==> src/byte_exec_pkg.sv <==
package byte_exec_pkg;

    // Opcode patterns, compared against the top bits of a program word
    localparam logic [9:0] OP_LOAD_PTR = 10'h3B8; // 1110 1110 00
    localparam logic [5:0] OP_COPY = 6'h14; // 0101 00
    localparam logic [5:0] OP_ROTATE = 6'h10; // 0100 00
    localparam logic [6:0] OP_FILL = 7'h34; // 0110 100
    localparam logic [7:0] FILL_VALUE = 8'hFF;

    // Access bank split and indexed-literal-offset limit
    localparam logic [7:0] ACCESS_LOW_LIMIT = 8'h5F;
    localparam logic [3:0] ACCESS_HIGH_BANK = 4'hF;
    localparam int INDEX_POINTER = 2;

    // Register byte offsets on the bus
    localparam logic [5:0] OFS_CTRL = 6'h00;
    localparam logic [5:0] OFS_BANK = 6'h04;
    localparam logic [5:0] OFS_WREG = 6'h08;
    localparam logic [5:0] OFS_STATUS = 6'h0C;
    localparam logic [5:0] OFS_POINTER0 = 6'h10;
    localparam logic [5:0] POINTER_STRIDE = 6'h04;

    // Field positions and reset values
    localparam int CTRL_EXT_BIT = 0;
    localparam int STATUS_Z_BIT = 0;
    localparam int STATUS_N_BIT = 1;
    localparam logic CTRL_RESET = 1'b0;
    localparam logic [3:0] BANK_RESET = 4'h0;
    localparam logic [7:0] WREG_RESET = 8'h00;

    // Avalon response codes
    localparam logic [1:0] RESP_OKAY = 2'h0;
    localparam logic [1:0] RESP_SLVERR = 2'h2;

    typedef enum logic [3:0] {
        ST_IDLE = 4'h1,
        ST_LIT2 = 4'h2,
        ST_RDWAIT = 4'h4,
        ST_EXEC = 4'h8
    } exec_state_e;

    // Operand of a byte-oriented instruction carried into execution
    typedef struct packed {
        logic rotate;
        logic dest;
        logic [11:0] addr;
    } byte_op_s;

endpackage

==> src/byte_file_instruction_exec.sv <==
// Operation
// - The pointer-load instruction puts a 12-bit literal into the pointer pair named by its 2-bit selector, of which three pairs exist.
// - The pointer-load takes two words and two cycles, writing the literal's top bits to the high byte first and its low eight bits to the low byte second.
// - The pointer-load's first word is recognised by top bits 1110 1110 00, then two selector bits, then the literal's top bits.
// - For copy and rotate a destination bit of 0 sends the result to the working register and 1 writes it back to the file register.
// - A bank bit of 0 takes the operand from the access bank ignoring the bank select register, and 1 lets that register pick the bank.
// - With bank bit 0 and the extended set enabled, file addresses up to 95 use indexed literal offset addressing.
// - The rotate instruction, top bits 0100 00da, rotates the register right by one, bit 0 wrapping to bit 7, with no carry.
// - The fill instruction, top bits 0110 100a, writes FFh to the register in one instruction and leaves the flags unchanged.
// - For fill a bank bit of 1 lets the bank select register pick the bank, and 0 selects the access bank.
module byte_file_instruction_exec #(
    parameter int POINTER_PAIRS = 3
) (
    input wire logic CORE_CLK,
    input wire logic RST,
    // Instruction words from fetch
    input wire logic INSTR_VALID,
    input wire logic [15:0] INSTR_WORD,
    output logic INSTR_READY,
    // Data memory, read data valid the cycle after MEM_RD
    output logic [11:0] MEM_ADDR,
    output logic MEM_RD,
    output logic MEM_WR,
    output logic [7:0] MEM_WDATA,
    input wire logic [7:0] MEM_RDATA,
    // Core state seen by the rest of the core
    output logic [7:0] WREG,
    output logic STATUS_N,
    output logic STATUS_Z,
    // Avalon-MM slave
    input wire logic [5:0] AVS_ADDRESS,
    input wire logic AVS_READ,
    input wire logic AVS_WRITE,
    input wire logic [31:0] AVS_WRITEDATA,
    input wire logic [3:0] AVS_BYTEENABLE,
    output logic [31:0] AVS_READDATA,
    output logic [1:0] AVS_RESPONSE,
    output logic AVS_WAITREQUEST
);

    // Pair 2 is the index base, so fewer pairs cannot serve
    if (POINTER_PAIRS < 3 || POINTER_PAIRS > 4) begin : g_check
        $error("POINTER_PAIRS must be 3 or 4");
    end

    byte_exec_pkg::exec_state_e state;
    byte_exec_pkg::byte_op_s op;
    logic [3:0] ptr_high [POINTER_PAIRS];
    logic [7:0] ptr_low [POINTER_PAIRS];
    logic [1:0] ptr_sel;
    logic ext_enable;
    logic [3:0] bank_select;
    logic bus_done;
    logic [7:0] result;
    logic [11:0] eff_addr;
    logic is_load, is_copy, is_rotate, is_fill;
    logic take_word;
    logic bus_req;
    logic bus_wr_now;

    assign take_word = INSTR_VALID && INSTR_READY;
    assign bus_req = AVS_READ || AVS_WRITE;
    assign bus_wr_now = AVS_WRITE && bus_done && AVS_BYTEENABLE[0];

    // Opcode recognition on the top bits of the word
    assign is_load = INSTR_WORD[15:6] == byte_exec_pkg::OP_LOAD_PTR;
    assign is_copy = INSTR_WORD[15:10] == byte_exec_pkg::OP_COPY;
    assign is_rotate = INSTR_WORD[15:10] == byte_exec_pkg::OP_ROTATE;
    assign is_fill = INSTR_WORD[15:9] == byte_exec_pkg::OP_FILL;

    // Accept words only in ST_IDLE and ST_LIT2, not while a copy or rotate reads and executes
    assign INSTR_READY = state == byte_exec_pkg::ST_IDLE
        || state == byte_exec_pkg::ST_LIT2;

    // Effective address from bank bit, bank select and extended mode
    always_comb begin
        logic [7:0] f;
        f = INSTR_WORD[7:0];
        if (INSTR_WORD[8]) begin
            eff_addr = {bank_select, f};
        end else if (ext_enable && f <= byte_exec_pkg::ACCESS_LOW_LIMIT) begin
            eff_addr = {ptr_high[byte_exec_pkg::INDEX_POINTER],
                ptr_low[byte_exec_pkg::INDEX_POINTER]}
                + {4'h0, f};
        end else if (f <= byte_exec_pkg::ACCESS_LOW_LIMIT) begin
            eff_addr = {4'h0, f};
        end else begin
            eff_addr = {byte_exec_pkg::ACCESS_HIGH_BANK, f};
        end
    end

    // Copy passes data through, rotate wraps bit 0 into bit 7
    assign result = op.rotate ? {MEM_RDATA[0], MEM_RDATA[7:1]}
        : MEM_RDATA;

    // Sequencer; second word of a pointer load always follows the first
    always_ff @(posedge CORE_CLK) begin
        if (RST) begin
            state <= byte_exec_pkg::ST_IDLE;
        end else begin
            case (state)
                byte_exec_pkg::ST_IDLE: begin
                    if (take_word && is_load) begin
                        state <= byte_exec_pkg::ST_LIT2;
                    end else if (take_word && (is_copy || is_rotate)) begin
                        state <= byte_exec_pkg::ST_RDWAIT;
                    end
                end
                byte_exec_pkg::ST_LIT2: begin
                    if (take_word) begin
                        state <= byte_exec_pkg::ST_IDLE;
                    end
                end
                byte_exec_pkg::ST_RDWAIT: begin
                    state <= byte_exec_pkg::ST_EXEC;
                end
                byte_exec_pkg::ST_EXEC: begin
                    state <= byte_exec_pkg::ST_IDLE;
                end
                default: begin
                    state <= byte_exec_pkg::ST_IDLE;
                end
            endcase
        end
    end

    // Operand capture for the read-modify-write instructions
    always_ff @(posedge CORE_CLK) begin
        if (RST) begin
            op <= '0;
            ptr_sel <= 2'h0;
        end else if (take_word && state == byte_exec_pkg::ST_IDLE) begin
            op.rotate <= is_rotate;
            op.dest <= INSTR_WORD[9];
            op.addr <= eff_addr;
            ptr_sel <= INSTR_WORD[5:4];
        end
    end

    // Pointer pairs: high nibble on word one, low byte on word two
    always_ff @(posedge CORE_CLK) begin
        if (RST) begin
            for (int i = 0; i < POINTER_PAIRS; i++) begin
                ptr_high[i] <= 4'h0;
                ptr_low[i] <= 8'h00;
            end
        end else begin
            for (int i = 0; i < POINTER_PAIRS; i++) begin
                // Selector 3 names no pair and is dropped
                if (take_word && state == byte_exec_pkg::ST_IDLE && is_load
                    && INSTR_WORD[5:4] == i[1:0] && i < 3) begin
                    ptr_high[i] <= INSTR_WORD[3:0];
                end
                if (take_word && state == byte_exec_pkg::ST_LIT2
                    && ptr_sel == i[1:0] && i < 3) begin
                    ptr_low[i] <= INSTR_WORD[7:0];
                end
            end
        end
    end

    // Memory port; all data outputs registered
    always_ff @(posedge CORE_CLK) begin
        if (RST) begin
            MEM_ADDR <= 12'h000;
            MEM_RD <= 1'b0;
            MEM_WR <= 1'b0;
            MEM_WDATA <= 8'h00;
        end else begin
            MEM_RD <= 1'b0;
            MEM_WR <= 1'b0;
            if (take_word && state == byte_exec_pkg::ST_IDLE
                && (is_copy || is_rotate)) begin
                MEM_ADDR <= eff_addr;
                MEM_RD <= 1'b1;
            end else if (take_word && state == byte_exec_pkg::ST_IDLE
                && is_fill) begin
                MEM_ADDR <= eff_addr;
                MEM_WR <= 1'b1;
                MEM_WDATA <= byte_exec_pkg::FILL_VALUE;
            end else if (state == byte_exec_pkg::ST_EXEC && op.dest) begin
                MEM_ADDR <= op.addr;
                MEM_WR <= 1'b1;
                MEM_WDATA <= result;
            end
        end
    end

    // Working register; instruction result beats a bus write
    always_ff @(posedge CORE_CLK) begin
        if (RST) begin
            WREG <= byte_exec_pkg::WREG_RESET;
        end else if (state == byte_exec_pkg::ST_EXEC && !op.dest) begin
            WREG <= result;
        end else if (bus_wr_now && AVS_ADDRESS == byte_exec_pkg::OFS_WREG) begin
            WREG <= AVS_WRITEDATA[7:0];
        end
    end

    // Flags change only on copy and rotate; fill leaves them alone
    always_ff @(posedge CORE_CLK) begin
        if (RST) begin
            STATUS_N <= 1'b0;
            STATUS_Z <= 1'b0;
        end else if (state == byte_exec_pkg::ST_EXEC) begin
            STATUS_N <= result[7];
            STATUS_Z <= result == 8'h00;
        end
    end

    // Software control registers
    always_ff @(posedge CORE_CLK) begin
        if (RST) begin
            ext_enable <= byte_exec_pkg::CTRL_RESET;
            bank_select <= byte_exec_pkg::BANK_RESET;
        end else if (bus_wr_now) begin
            if (AVS_ADDRESS == byte_exec_pkg::OFS_CTRL) begin
                ext_enable <= AVS_WRITEDATA[byte_exec_pkg::CTRL_EXT_BIT];
            end else if (AVS_ADDRESS == byte_exec_pkg::OFS_BANK) begin
                bank_select <= AVS_WRITEDATA[3:0];
            end
        end
    end

    // One wait cycle per access keeps read data a registered output
    assign AVS_WAITREQUEST = !bus_done;

    always_ff @(posedge CORE_CLK) begin
        if (RST) begin
            bus_done <= 1'b0;
        end else begin
            bus_done <= bus_req && !bus_done;
        end
    end

    // Read data and response, sampled on the first edge of a request, one edge before it is accepted
    always_ff @(posedge CORE_CLK) begin
        if (RST) begin
            AVS_READDATA <= 32'h0000_0000;
            AVS_RESPONSE <= byte_exec_pkg::RESP_OKAY;
        end else if (bus_req && !bus_done) begin
            AVS_READDATA <= 32'h0000_0000;
            AVS_RESPONSE <= byte_exec_pkg::RESP_OKAY;
            if (AVS_ADDRESS == byte_exec_pkg::OFS_CTRL) begin
                AVS_READDATA[byte_exec_pkg::CTRL_EXT_BIT] <= ext_enable;
            end else if (AVS_ADDRESS == byte_exec_pkg::OFS_BANK) begin
                AVS_READDATA[3:0] <= bank_select;
            end else if (AVS_ADDRESS == byte_exec_pkg::OFS_WREG) begin
                AVS_READDATA[7:0] <= WREG;
            end else if (AVS_ADDRESS == byte_exec_pkg::OFS_STATUS) begin
                AVS_READDATA[byte_exec_pkg::STATUS_N_BIT] <= STATUS_N;
                AVS_READDATA[byte_exec_pkg::STATUS_Z_BIT] <= STATUS_Z;
            end else if (AVS_ADDRESS >= byte_exec_pkg::OFS_POINTER0
                && AVS_ADDRESS < byte_exec_pkg::OFS_POINTER0 + 6'h0C
                && AVS_ADDRESS[1:0] == 2'h0) begin
                for (int i = 0; i < 3; i++) begin
                    if (AVS_ADDRESS == byte_exec_pkg::OFS_POINTER0
                        + 6'(i) * byte_exec_pkg::POINTER_STRIDE) begin
                        AVS_READDATA[11:0] <= {ptr_high[i], ptr_low[i]};
                    end
                end
            end else begin
                AVS_RESPONSE <= byte_exec_pkg::RESP_SLVERR;
            end
        end
    end

endmodule // byte_file_instruction_exec

==> config.mk <==
export PLATFORM = sky130hd
export DESIGN_NAME = byte_file_instruction_exec
export DESIGN_NICKNAME = d
export VERILOG_FILES = /design/src/byte_exec_pkg.sv /design/src/byte_file_instruction_exec.sv
export SDC_FILE = /design/constraint.sdc
export NUM_CORES = 1
export LEC_CHECK = 0
export ABC_AREA = 1
export BUFFER_PORTS_ARGS = -buffer_cell sky130_fd_sc_hd__clkbuf_2
export CAP_MARGIN = 10
export CORE_UTILIZATION = 48
export DETAILED_ROUTE_END_ITERATION = 12
export GPL_TIMING_DRIVEN = 0
export PLACE_DENSITY = 0.88
export SYNTH_ARGS = -nofsm -noshare
export SYNTH_HDL_FRONTEND = slang
export SYNTH_SLANG_ARGS = --single-unit
export TNS_END_PERCENT = 10
==> constraint.sdc <==
create_clock -name CORE_CLK -period 1.9 [get_ports CORE_CLK]
set_input_delay 0.38 -clock CORE_CLK [delete_from_list [all_inputs] [get_ports CORE_CLK]]
set_output_delay 0.38 -clock CORE_CLK [all_outputs]
set_load 0.03 [all_outputs]
==> impl_metrics.toml <==
[clock_network]
path_clk_slew_ns = 0.08
postCtsHoldBufs = 0
cts_made_buffers = 9
cts_tree = "yes"
clock_tree.root_cell = "clkbuf_16"
clock_sinks = 107
clk_latency_ns = 0.35
cts-htree-levels = 3
cts_max_path_buffers = 2

[critical_path]
worstRegToRegCells = 13
required_ns = 2.14
crit_path_end_kind = "flop"
critPathKind = "flop to flop"
crit_arrival_ns = 2.27
crit_path_start_kind = "flop"
crit_fanout = 3

[global_route]
gr-usage-met3_pct = 5.24
grt_use_met1_pct = 34.0
grt_pass1_vias = 4849
grt_overflow = 0
gr-usage-all-layers_pct = 25.5
grt_pass1_wl_mm = 23.2
antenna_found_initial = 0
use_met2_pct = 41.3
grt_max_degree = 20
grt_busiest_layer = "met2"

[synthesis]
synthCells = 714
synth_edf_count = 36
yosysSeqAreaShare_pct = 46.0
ys_types = 43
synth.avg_cell_area_sq_um = 7.62
synthFlopType = "dfxtp_1"
synth-seq-cells = 107
synth_async_sr_flop_share_pct = 0
yosysWarnings = 0
syn_area_sq_um = 5440

[sta]
fin_crit_ns = 2.03
setup_viol = 5
worstMarginPinSlew_ns = 0.680
setup_slack_ns = -0.131
hold_viol_final = 0
slew_headroom_pct = 54.4
finalCritPeriodShare_pct = 107
finalMaxSlewViolations = 0
rsz0062_at_grt = "yes"
worst_clock_skew_ns = 0.0101
setup_tns_ns = -0.410
fmax_mhz = 492

[pwr]
ir_drop_uv = 459
power.leakage_nw = 3.13
p_sw_share_pct = 29.7
sequentialPowerShare_pct = 48.4
net-switching-power_w = 0.00156
p_comb_share_pct = 17.4
internal_power_w = 0.00368
power_per_cell_area_nw_per_um2 = 769
clkPwrFrac_pct = 34.2

[floorplan]
die_h_microns = 108
ios = 139
initial_core_util_pct = 49.8
row_count = 38
core-area_sq_um = 10900
fp.dieW_microns = 108
dieArea_sq_um = 11800

[layout]
syn_to_final_growth_pct = 25.3
layout_common_cells = "nand2_1, inv_1, clkbuf_2, dfxtp_1, nor2_1"
layout_commonest_cell = "nand2_1"
insertedDiodeCount = 0
nFillCells = 870
nets = 935
drive_gt1_share_pct = 24.2

[placed_design]
place_congestion = 0.915
dp_slack_ns = -0.574
portBuffers = 90
dp_hpwl_mm = 11.0

[drt]
drtIter0Drc = 781
drc_errors = 0
vias_per_cell = 5.52
routedWlPerCell_microns = 16.1
first_pass_iters = 6
wl_mm = 16.1
vias = 5517
antenna_left = 0

[hold_path]
min_path_cells = 3
hold_path.class = "input pin to flop"

[status]
violations = "setup timing"
status = "finished, violations left"

[flow_run]
max_cap_violations = 0
## what timing repair did
item                       4_1_cts  5_1_grt
resized for setup               15       40
setup buffers                    1       19
setup endpoints to repair       38       52
pin swaps                        0       15
## registers in the layout, indices dropped and copies added, names as in the netlist, 2 cells and up
name / count
ptr_low: 24
op: 14
AVS_READDATA: 12
MEM_ADDR: 12
ptr_high: 12
MEM_WDATA: 8
WREG: 8
bank_select: 4
state: 4
ptr_sel: 2
## cells in the mapped netlist (all sizes together), types with 2 or more instances
cell / number / share of area (%)
o21bai: 4 / 0.55
nor2: 70 / 5.6
dfxtp: 71 / 26
mux2i: 2 / 0.37
nand3: 44 / 4.3
inv: 98 / 6.8
clkbuf: 12 / 0.83
o221ai: 6 / 0.97
a21oi: 53 / 4.9
o21ai: 46 / 4.3
o211ai: 7 / 0.97
nand2: 173 / 12
nand4: 11 / 1.3
o31ai: 3 / 0.41
ha: 8 / 1.8
a31oi: 13 / 1.5
edfxtp: 36 / 20
xnor2: 2 / 0.32
nor4: 2 / 0.23
a211oi: 3 / 0.41
buf: 32 / 4.2
nor3: 9 / 0.92
a21boi: 2 / 0.28
## final cells by class
class | instances | area (sq um) | area share (%)
tap | 140 | 175 | 2.57
inverter | 98 | 370 | 5.43
timing repair buffer | 110 | 601 | 8.81
clock inverter | 7 | 57.6 | 0.844
buffer | 44 | 274 | 4.02
sequential | 107 | 2500 | 36.7
clock buffer | 9 | 225 | 3.30
multi-input combinational | 485 | 2610 | 38.3
## path summary, 6_finish.rpt
path                                                   start                           end  slack [ns]
worst max register to register      ptr_low[0][16]$_DFFE_PP_           op[10]$_SDFFE_PP0P_       -0.13
worst min register to register  AVS_READDATA[9]$_SDFFE_PP0P_  AVS_READDATA[9]$_SDFFE_PP0P_        0.47
worst min-delay path                        AVS_WRITEDATA[5]          WREG[5]$_SDFFE_PP0P_        0.28
worst max-delay path                ptr_low[0][16]$_DFFE_PP_           op[10]$_SDFFE_PP0P_       -0.13
## cells by family after synthesis
family	count (synthesis)	synth area share, %
AO/OA/AOI/OAI	140	14.7
XOR/XNOR	3	0.483
adder cells (fa/ha/maj)	9	2.21
buffers and inverters	142	11.8
flip-flops	107	46.0
multiplexers	2	0.368
other	1	0.0689
AND/OR/NAND/NOR	310	24.4
## metrics by stage
| step | cells | total power (W) | cell area [sq um] | hold WS (ns) | util [%] |
|---|---|---|---|---|---|
| after floorplan | 734 | 0.00312 | 5520 | 0.436 | - |
| after global placement | 964 | 0.00331 | 6140 | 0.452 | 56.2 |
| after detailed placement | 964 | 0.00333 | 6140 | 0.456 | 56.2 |
| after CTS | 981 | 0.00507 | 6480 | 0.284 | 59.3 |
| after global routing | 1000 | 0.00541 | 6820 | 0.298 | 62.4 |
| final | 1000 | 0.00524 | 6820 | 0.279 | 62.4 |
## critical path, stage by stage (launching register included)
cell and delay (ns):
edfxtp_1 0.44, ha_4 0.17, inv_2 0.04, fa_2 0.38, inv_2 0.07, nand3_2 0.06, nand3_2 0.10, nand2_2 0.10
nand2_4 0.09, nand3_2 0.07, nand3_2 0.11, nand2_2 0.08, o21ai_1 0.15, inv_1 0.07
## layer usage
metal  wire, microns  up-vias
li1                -     2594
met1            6270     2501
met2            7540      358
met3            1710       64
met4             589        0
met5               0        -
## power groups by stage
stage	Clock, W	Sequential (W)	Combinational, W
after CTS	0.00177	0.00252	0.000780
after global routing	0.00186	0.00254	0.000999
after detailed placement	0	0.00257	0.000759
after global placement	0	0.00257	0.000744
final	0.00179	0.00254	0.000915
after floorplan	0	0.00257	0.000544
Power figures use the tool's default switching activity.
